`src/ltfs_pkg.sv`:
```
package ltfs_pkg;

	// Register offsets (word index equals byte address / 4)
	localparam logic [7:0] ADDR_CTRL = 8'h00;
	localparam logic [7:0] ADDR_LINE_PERIOD = 8'h04;
	localparam logic [7:0] ADDR_EXPOSURE = 8'h08;
	localparam logic [7:0] ADDR_HEIGHT = 8'h0c;
	localparam logic [7:0] ADDR_FRAMES = 8'h10;
	localparam logic [7:0] ADDR_DEBOUNCE = 8'h14;
	localparam logic [7:0] ADDR_STATUS = 8'h18;
	localparam logic [7:0] ADDR_FRAME_PERIOD = 8'h1c;
	localparam logic [7:0] ADDR_CMD = 8'h20;

	// Control field positions
	localparam int CTRL_GRAB = 0;
	localparam int CTRL_TRIG_ON = 1;
	localparam int CTRL_LSRC_LO = 2;
	localparam int CTRL_TYPE_LO = 4;
	localparam int CTRL_EDGE_LO = 7;
	localparam int CTRL_FSRC_LO = 9;

	// Reset values
	localparam logic [31:0] RST_LINE_PERIOD = 32'h0000_03e8;
	localparam logic [31:0] RST_EXPOSURE = 32'h0000_0064;
	localparam logic [15:0] RST_HEIGHT = 16'h000a;
	localparam logic [15:0] RST_FRAMES = 16'h0001;
	localparam logic [15:0] RST_DEBOUNCE = 16'h0004;

	// Line trigger origin
	typedef enum logic [1:0] {
		LSRC_TIMER = 2'h0,
		LSRC_EXT = 2'h1,
		LSRC_CMD = 2'h2,
		LSRC_TSMOD = 2'h3
	} ltfs_lsrc_t;

	// Frame-level trigger type
	typedef enum logic [2:0] {
		TYPE_LINE = 3'h0,
		TYPE_SINGLE = 3'h1,
		TYPE_MULTI = 3'h2,
		TYPE_ACTIVE = 3'h3,
		TYPE_BURST = 3'h4
	} ltfs_type_t;

	// Edge selection
	typedef enum logic [1:0] {
		EDGE_RISE = 2'h0,
		EDGE_FALL = 2'h1,
		EDGE_ANY = 2'h2
	} ltfs_edge_t;

	// Sequencer states, one-hot
	typedef enum logic [2:0] {
		ST_IDLE = 3'b001,
		ST_RUN = 3'b010,
		ST_FILL = 3'b100
	} ltfs_state_t;

	// Line output to the readout path
	typedef struct packed {
		logic line_strobe;
		logic frame_start;
		logic frame_end;
		logic zero_fill;
		logic [15:0] line_index;
		logic [15:0] frame_index;
	} ltfs_line_t;

	// Whole state of the sequencer
	typedef struct packed {
		ltfs_state_t st;
		logic [31:0] ctrl;
		logic [31:0] line_period;
		logic [31:0] exposure;
		logic [15:0] height;
		logic [15:0] frames;
		logic [15:0] debounce;
		logic [31:0] tmr;
		logic [31:0] gap;
		logic [15:0] db_cnt;
		logic ext_filt;
		logic frm_lvl_d;
		logic ext_d;
		logic pend;
		logic armed;
		logic [15:0] line_cnt;
		logic [15:0] frame_cnt;
		logic [15:0] frames_left;
		logic overrun;
		logic [31:0] rdata;
		ltfs_line_t out;
	} ltfs_regs_t;

endpackage : ltfs_pkg

```
`src/ltfs_seq.sv`:
```
// The register offsets and the strobed register port are this design's own decisions.
module ltfs_seq #(
	parameter logic [31:0] PAUSE_CYCLES = 32'h0000_4e20
) (
	input wire logic sys_clk,
	input wire logic sys_rst,
	input wire logic [7:0] reg_addr,
	input wire logic [31:0] reg_wdata,
	input wire logic reg_wr,
	input wire logic reg_rd,
	output logic [31:0] reg_rdata,
	input wire logic external_line_sync_input,
	input wire logic frame_trig_in,
	input wire logic tsmod_event,
	output ltfs_pkg::ltfs_line_t line_out
);

	////////////////////////////////////////////////////////////////////
	// State
	ltfs_pkg::ltfs_regs_t r_r; // Registered state
	ltfs_pkg::ltfs_regs_t r_nxt; // Next state

	// Frame trigger type gate: whether a line may be taken now
	logic line_trig;
	logic grab; // Grab in progress
	logic [31:0] min_period; // Effective period
	ltfs_pkg::ltfs_type_t ttype;
	ltfs_pkg::ltfs_lsrc_t lsrc;
	ltfs_pkg::ltfs_edge_t edge_sel;
	ltfs_pkg::ltfs_edge_t fedge;
	logic ext_edge; // Qualified edge of filtered input
	logic frm_edge; // Frame trigger edge
	logic cmd_trig; // Host command strobe
	logic can_fire; // Line period elapsed
	logic fire; // A line is taken this cycle
	logic want; // A trigger is requested
	// Timer origin asks every cycle; it must never pend or flag overrun
	logic free_tmr;

	// Edge test shared by line and frame inputs
	function automatic logic edge_hit(input logic now, input logic was,
		input ltfs_pkg::ltfs_edge_t sel);
		case (sel)
			ltfs_pkg::EDGE_RISE: edge_hit = now & ~was;
			ltfs_pkg::EDGE_FALL: edge_hit = ~now & was;
			ltfs_pkg::EDGE_ANY: edge_hit = now ^ was;
			default: edge_hit = 1'b0;
		endcase
	endfunction : edge_hit

	////////////////////////////////////////////////////////////////////
	// Next-state logic
	always_comb begin
		r_nxt = r_r;
		grab = r_r.ctrl[ltfs_pkg::CTRL_GRAB];
		lsrc = ltfs_pkg::ltfs_lsrc_t'(r_r.ctrl[ltfs_pkg::CTRL_LSRC_LO +: 2]);
		ttype = ltfs_pkg::ltfs_type_t'(r_r.ctrl[ltfs_pkg::CTRL_TYPE_LO +: 3]);
		edge_sel = ltfs_pkg::ltfs_edge_t'(r_r.ctrl[ltfs_pkg::CTRL_EDGE_LO +: 2]);
		fedge = ltfs_pkg::ltfs_edge_t'(r_r.ctrl[ltfs_pkg::CTRL_FSRC_LO +: 2]);
		// Exposure bounds the period so lines never overlap
		min_period = (r_r.line_period > r_r.exposure) ? r_r.line_period
			: r_r.exposure;
		cmd_trig = reg_wr && (reg_addr == ltfs_pkg::ADDR_CMD);
		r_nxt.out = '0;
		r_nxt.out.line_index = r_r.out.line_index;
		r_nxt.out.frame_index = r_r.out.frame_index;

		// Debounce: input must hold a new level for one cycle more than the set count
		r_nxt.ext_d = r_r.ext_filt;
		if (external_line_sync_input == r_r.ext_filt) begin
			r_nxt.db_cnt = '0;
		end else if (r_r.db_cnt >= r_r.debounce) begin
			r_nxt.ext_filt = external_line_sync_input;
			r_nxt.db_cnt = '0;
		end else begin
			r_nxt.db_cnt = r_r.db_cnt + 16'h0001;
		end
		ext_edge = edge_hit(r_r.ext_filt, r_r.ext_d, edge_sel);
		r_nxt.frm_lvl_d = frame_trig_in;
		frm_edge = edge_hit(frame_trig_in, r_r.frm_lvl_d, fedge);

		// Line trigger origin
		r_nxt.tmr = (r_r.tmr == 32'h0) ? 32'h0 : r_r.tmr - 32'h1;
		can_fire = (r_r.tmr == 32'h0);
		if (!r_r.ctrl[ltfs_pkg::CTRL_TRIG_ON]) begin
			want = 1'b1;
		end else begin
			case (lsrc)
				ltfs_pkg::LSRC_TIMER: want = 1'b1;
				ltfs_pkg::LSRC_EXT: want = ext_edge;
				ltfs_pkg::LSRC_CMD: want = cmd_trig;
				ltfs_pkg::LSRC_TSMOD: want = tsmod_event;
				default: want = 1'b0;
			endcase
		end

		// Whether this trigger type is currently capturing
		case (ttype)
			ltfs_pkg::TYPE_LINE: line_trig = 1'b1;
			ltfs_pkg::TYPE_ACTIVE: line_trig = r_r.armed & frame_trig_in;
			default: line_trig = r_r.armed;
		endcase

		// Pending trigger: one held, the rest dropped
		fire = 1'b0;
		free_tmr = !r_r.ctrl[ltfs_pkg::CTRL_TRIG_ON]
			|| (lsrc == ltfs_pkg::LSRC_TIMER);
		if (!grab) begin
			r_nxt.pend = 1'b0;
		end else if (want && !can_fire && !free_tmr) begin
			if (r_r.pend) r_nxt.overrun = 1'b1;
			r_nxt.pend = 1'b1;
		end else if (can_fire && (want || r_r.pend) && line_trig
			&& r_r.st == ltfs_pkg::ST_RUN) begin
			fire = 1'b1;
			r_nxt.pend = 1'b0;
			r_nxt.tmr = min_period - 32'h1;
		end

		// Arm on frame triggers
		if (grab) begin
			case (ttype)
				ltfs_pkg::TYPE_SINGLE: begin
					if (frm_edge && !r_r.armed) begin
						r_nxt.armed = 1'b1;
						r_nxt.frames_left = 16'h0001;
					end
				end
				ltfs_pkg::TYPE_MULTI: begin
					if (frm_edge && !r_r.armed) begin
						r_nxt.armed = 1'b1;
						r_nxt.frames_left = r_r.frames;
					end
				end
				ltfs_pkg::TYPE_ACTIVE, ltfs_pkg::TYPE_BURST: begin
					if (frame_trig_in && !r_r.armed && r_r.line_cnt == 16'h0) begin
						r_nxt.armed = 1'b1;
						r_nxt.frames_left = 16'h0001;
					end
				end
				default: r_nxt.armed = 1'b0;
			endcase
		end

		// Gap counter for per-line pauses
		r_nxt.gap = fire ? 32'h0 : ((r_r.gap == PAUSE_CYCLES) ? r_r.gap
			: r_r.gap + 32'h1);

		// Sequencer
		case (r_r.st)
			ltfs_pkg::ST_IDLE: begin
				if (grab) begin
					r_nxt.st = ltfs_pkg::ST_RUN;
					r_nxt.line_cnt = '0;
					r_nxt.frame_cnt = '0;
					r_nxt.armed = 1'b0;
					r_nxt.overrun = 1'b0;
				end
			end
			ltfs_pkg::ST_RUN: begin
				if (!grab) begin
					r_nxt.st = ltfs_pkg::ST_IDLE;
					r_nxt.armed = 1'b0;
				end else if (fire) begin
					r_nxt.out.line_strobe = 1'b1;
					r_nxt.out.frame_start = (r_r.line_cnt == 16'h0);
					r_nxt.out.line_index = r_r.line_cnt;
					r_nxt.out.frame_index = r_r.frame_cnt;
					if (r_r.line_cnt + 16'h1 >= r_r.height) begin
						r_nxt.out.frame_end = 1'b1;
						r_nxt.line_cnt = '0;
						r_nxt.frame_cnt = r_r.frame_cnt + 16'h1;
						if (ttype == ltfs_pkg::TYPE_BURST) begin
							// Keep going while level holds; finish otherwise
							r_nxt.armed = frame_trig_in;
						end else if (ttype != ltfs_pkg::TYPE_LINE) begin
							r_nxt.frames_left = r_r.frames_left - 16'h1;
							r_nxt.armed = (r_r.frames_left > 16'h1);
						end
					end else begin
						r_nxt.line_cnt = r_r.line_cnt + 16'h1;
					end
				end else if (ttype == ltfs_pkg::TYPE_ACTIVE && r_r.armed
					&& !frame_trig_in && r_r.line_cnt != 16'h0) begin
					// Level dropped: pad the rest of the frame out to full height
					r_nxt.armed = 1'b0;
					r_nxt.st = ltfs_pkg::ST_FILL;
				end else if (ttype == ltfs_pkg::TYPE_LINE && r_r.line_cnt != 16'h0
					&& r_r.gap == PAUSE_CYCLES) begin
					// Triggers paused mid-frame: pad then restart
					r_nxt.st = ltfs_pkg::ST_FILL;
				end
			end
			ltfs_pkg::ST_FILL: begin
				// One zero line per cycle to complete the buffer
				r_nxt.out.line_strobe = 1'b1;
				r_nxt.out.zero_fill = 1'b1;
				r_nxt.out.line_index = r_r.line_cnt;
				r_nxt.out.frame_index = r_r.frame_cnt;
				if (r_r.line_cnt + 16'h1 >= r_r.height) begin
					r_nxt.out.frame_end = 1'b1;
					r_nxt.line_cnt = '0;
					r_nxt.frame_cnt = r_r.frame_cnt + 16'h1;
					r_nxt.st = ltfs_pkg::ST_RUN;
				end else begin
					r_nxt.line_cnt = r_r.line_cnt + 16'h1;
				end
			end
			default: r_nxt.st = ltfs_pkg::ST_IDLE;
		endcase

		// Register writes
		if (reg_wr) begin
			case (reg_addr)
				ltfs_pkg::ADDR_CTRL: r_nxt.ctrl = reg_wdata;
				ltfs_pkg::ADDR_LINE_PERIOD: r_nxt.line_period = reg_wdata;
				ltfs_pkg::ADDR_EXPOSURE: r_nxt.exposure = reg_wdata;
				ltfs_pkg::ADDR_HEIGHT: r_nxt.height = (reg_wdata[15:0] == 16'h0)
					? 16'h0001 : reg_wdata[15:0];
				ltfs_pkg::ADDR_FRAMES: r_nxt.frames = reg_wdata[15:0];
				ltfs_pkg::ADDR_DEBOUNCE: r_nxt.debounce = reg_wdata[15:0];
				default: ;
			endcase
		end

		// Register reads, data valid the next cycle
		r_nxt.rdata = '0;
		if (reg_rd) begin
			case (reg_addr)
				ltfs_pkg::ADDR_CTRL: r_nxt.rdata = r_r.ctrl;
				ltfs_pkg::ADDR_LINE_PERIOD: r_nxt.rdata = r_r.line_period;
				ltfs_pkg::ADDR_EXPOSURE: r_nxt.rdata = r_r.exposure;
				ltfs_pkg::ADDR_HEIGHT: r_nxt.rdata = {16'h0, r_r.height};
				ltfs_pkg::ADDR_FRAMES: r_nxt.rdata = {16'h0, r_r.frames};
				ltfs_pkg::ADDR_DEBOUNCE: r_nxt.rdata = {16'h0, r_r.debounce};
				ltfs_pkg::ADDR_STATUS: r_nxt.rdata = {r_r.frame_cnt,
					r_r.line_cnt[12:0], r_r.overrun, r_r.armed, grab};
				// Frame period in cycles; rate is its reciprocal
				ltfs_pkg::ADDR_FRAME_PERIOD: r_nxt.rdata =
					32'(min_period * r_r.height);
				default: r_nxt.rdata = '0;
			endcase
		end
	end

	////////////////////////////////////////////////////////////////////
	// State register
	always_ff @(posedge sys_clk or posedge sys_rst) begin
		if (sys_rst) begin
			r_r <= '0;
			r_r.st <= ltfs_pkg::ST_IDLE;
			r_r.line_period <= ltfs_pkg::RST_LINE_PERIOD;
			r_r.exposure <= ltfs_pkg::RST_EXPOSURE;
			r_r.height <= ltfs_pkg::RST_HEIGHT;
			r_r.frames <= ltfs_pkg::RST_FRAMES;
			r_r.debounce <= ltfs_pkg::RST_DEBOUNCE;
		end else begin
			r_r <= r_nxt;
		end
	end

	assign reg_rdata = r_r.rdata;
	assign line_out = r_r.out;

endmodule : ltfs_seq

```
`config.mk`:
```
export PLATFORM = sky130hd
export DESIGN_NAME = ltfs_seq
export DESIGN_NICKNAME = d
export VERILOG_FILES = /design/src/ltfs_pkg.sv /design/src/ltfs_seq.sv
export SDC_FILE = /design/constraint.sdc
export NUM_CORES = 2
export LEC_CHECK = 0
export ABC_CLOCK_PERIOD_IN_PS = 23500
export BUFFER_PORTS_ARGS = -buffer_cell sky130_fd_sc_hd__buf_4
export CORE_MARGIN = 5
export CORE_UTILIZATION = 69
export CTS_CLUSTER_DIAMETER = 80
export DETAILED_ROUTE_END_ITERATION = 7
export GPL_TIMING_DRIVEN = 1
export HOLD_SLACK_MARGIN = 0.06
export PLACE_DENSITY_LB_ADDON = 0.15
export SYNTH_ARGS = -nofsm -noshare
export SYNTH_HDL_FRONTEND = slang
export SYNTH_SLANG_ARGS = --single-unit
```
`constraint.sdc`:
```
create_clock -name sys_clk -period 23.5 [get_ports sys_clk]
set_input_delay 1.175 -clock sys_clk [delete_from_list [all_inputs] [get_ports sys_clk]]
set_output_delay 1.175 -clock sys_clk [all_outputs]
set_load 0.005 [all_outputs]
```
==> qor.csv <==
stage;metric;value;unit
status;outcome;finished clean;
timing;fin_crit;9780;ps
finish;post-route-util;74.6;%
synthesis;ys_ff_latch;349;
synthesis;synth.distinct_cells;86;
finish;drive_gt1_share;14.2;%
timing;setup_viol_count_final;0;
timing;hold_ws;449;ps
routing;postRouteAntennaNets;0;
timing;drv_slew;0;
global_routing;grt_pass1_wl;145;mm
job;drv_cap;0;
finish;layout_common_cells;432 x inv_1, 368 x nand2_1, 335 x dfrtp_1;
synthesis;synth.cell_area;0.0307;sq mm
floorplanning;die_y;221;um
timing;setup_slack;13720;ps
place;gp_congestion;0.987;
power;vdd_drop_max;0.0592;mV
critical_path;crit_path_start_kind;flip-flop;
timing;finalHoldViolations;0;
finish;fillCellCount;3263;
routing;drc;0;
clock_tree;cts-resized-gates;0;
routing;avgViaCountPerCell;6.46;
global_routing;grt_overflow;0;
floorplanning;initial_core_util;69.7;%
critical_path;endpoint_kind;flip-flop;
finish;area.growth.synth_to_final;7.00;%
synthesis;synthFlopType;dfrtp_1;
clock_tree;cts_buffers;40;
timing;tns;0;ps
clock_tree;cts-htree-levels;2;
clock_tree;cts_tree;yes;
clock_tree;cts.path.max_buffers;3;
critical_path;critPathMaxStageDelay;1000;ps
timing;max_freq;0.102;GHz
global_routing;grt_max_degree;179;
clock_tree;root_buffer;clkbuf_16;
clock_tree;clock_latency;570;ps
hold_path;hp-class;flip-flop to flip-flop;
synthesis;yosys.area.top_type;dfrtp_1;
floorplanning;die_x;221;um
timing;rsz0062_at_grt;no;
timing;min_period_over_period;41.6;%
synthesis;synthCells;3213;
finish;layout_commonest_cell;inv_1;
global_routing;grtUsageTotal;37.5;%
synthesis;synth_edf_count;0;
power;power_density;51.8;mW/mm^2
synthesis;seq_area_frac_synth;28.5;%
routing;num_vias;24700;
timing;slew_headroom;10.1;%
floorplanning;dieArea;0.0489;sq mm
critical_path;crit_type;flip-flop to flip-flop;
synthesis;yosys-top-cells-area;dfrtp_1 27%, fa_1 20%, mux2_2 7.0%;
critical_path;required;23930;ps
finish;register_area;0.00875;sq mm
routing;drtIter0Drc;2978;
power;power_leakage;15.6;nW
critical_path;critPathArrivalTime;10210;ps
finish;layout.nets;3689;
finish;multi_input_area;0.0193;sq mm
global_routing;first_global_vias;25700;
critical_path;slowest_stage;mux2i_1;
clock_tree;hold_buffers;0;
critical_path;crit_fanout;25;
timing;finalClockSkew;25.9;ps
place;hpwl;68.9;mm
place;io_buffers;114;
floorplanning;ios;115;
clock_tree;cts.reportedPaths.clkPinSlew;60;ps
place;dp_slack;14000;ps
floorplanning;fp-row-count;77;
timing;tightest_slew;1350;ps
clock_tree;postCtsSetupRepairBufs;0;
routing;wl_per_cell;24.0;um
synthesis;synth_top_area_share;27.3;%
synthesis;avgSynthCellArea;9.57;sq um
synthesis;synthArstFlopShare;100;%
synthesis;synth_nets;3707;
global_routing;antenna_found_initial;1;
synthesis;yosysWarnings;0;
power;power.total;0.00170;W
routing;wl;91.8;mm
critical_path;critPathMostFrequentCell;fa_1;
clock_tree;clkSinkCount;349;
routing;drt_pre_antenna_iters;6;
floorplanning;core_area;0.0441;sq mm
==> worst paths after layout <==
kind | start | end | slack, ps | cells after the start
worst max-delay path | r_r[263] | reg_rdata[25] | 13720 | 32
worst min-delay path | r_nxt[119] | r_r[119] | 450 | 0
worst max register to register | r_r[263] | reg_rdata[25] | 13720 | 32
worst min register to register | r_nxt[119] | r_r[119] | 450 | 0
max in group asynchronous | sys_rst | reg_rdata[31] | 20400 | 4
min in group asynchronous | sys_rst | reg_rdata[10] | 750 | 2
==> stage by stage <==
step	area, sq um	instances
2_1_floorplan	30700	3213
3_3_place_gp	31600	3745
3_5_place_dp	31600	3745
4_1_cts	32900	3817
5_1_grt	32900	3817
6_report	32900	3818
==> registers in the layout, summed over array words and instances (netlist names), named ones only <==
register   flops
edge_sel       2
lsrc           2
reg_rdata     32
r_r          272
line_out      36
r_nxt          1
grab           1
fedge          2
==> cell type report <==
class	instances	area share [%]
antenna	1	0.00761
clock buffer	58	3.55
clock inverter	14	0.445
inverter	443	5.08
multi-input combinational	2209	58.6
sequential	349	26.6
tap	592	2.25
timing repair buffer	152	3.51
==> cell families (layout without fill, tap and decap cells) <==
group	after synthesis	in the layout	share of synthesized area (%)
AND/OR/NAND/NOR	962	962	14.7
XOR/XNOR	165	165	4.88
flip-flops	349	349	28.5
buffers and inverters	655	667	9.00
AO/OA/AOI/OAI	406	406	8.99
adder cells (fa/ha/maj)	447	447	25.6
other	0	1	0
multiplexers	229	229	8.30
==> synthesized netlist by cell type (10+ instances only) <==
| library cell | instances |
|---|---|
| a21o_1 | 41 |
| a21oi_1 | 58 |
| a222oi_1 | 10 |
| a22oi_1 | 54 |
| a31oi_1 | 35 |
| and2_1 | 77 |
| and3_1 | 27 |
| buf_1 | 15 |
| buf_4 | 70 |
| clkbuf_1 | 116 |
| dfrtp_1 | 335 |
| dfstp_2 | 14 |
| fa_1 | 304 |
| ha_1 | 143 |
| inv_1 | 433 |
| mux2_2 | 192 |
| mux2i_1 | 30 |
| nand2_1 | 369 |
| nand2b_1 | 20 |
| nand3_1 | 65 |
| nand4_1 | 20 |
| nor2_1 | 226 |
| nor2b_1 | 11 |
| nor3_1 | 39 |
| nor4_1 | 31 |
| o211ai_1 | 15 |
| o21ai_0 | 52 |
| o21ai_1 | 27 |
| o22ai_1 | 30 |
| or3_1 | 25 |
| xnor2_1 | 94 |
| xor2_1 | 67 |
==> power breakdown <==
| part | internal (W) | switching [W] |
|---|---|---|
| Sequential | 0.000618 | 0.0000254 |
| Clock | 0.000368 | 0.000262 |
| Combinational | 0.000155 | 0.000276 |
| Total | 0.00114 | 0.000563 |
==> routing by layer <==
metal | vias up | routed length (um) | global-route usage, %
met2 | 1465 | 42300 | 59.6
met1 | 12300 | 34100 | 48.9
met3 | 405 | 9360 | 8.48
met4 | 0 | 6000 | 19.0
li1 | 10500 | - | -
met5 | - | 0 | 0
==> worst max-delay path, delay by kind of cell, from the launching register on <==
| kind | cells | cell delay [ps] |
|---|---|---|
| adders and majority gates | 8 | 3410 |
| AOI/OAI and AO/OA | 12 | 2730 |
| and+or+nand+nor | 6 | 1250 |
| muxes | 1 | 1000 |
| buffers and inverters | 4 | 580 |
| DFF | 1 | 500 |
| xor gates and xnor gates | 1 | 170 |
Note: power is estimated with default switching activity, not from simulation.
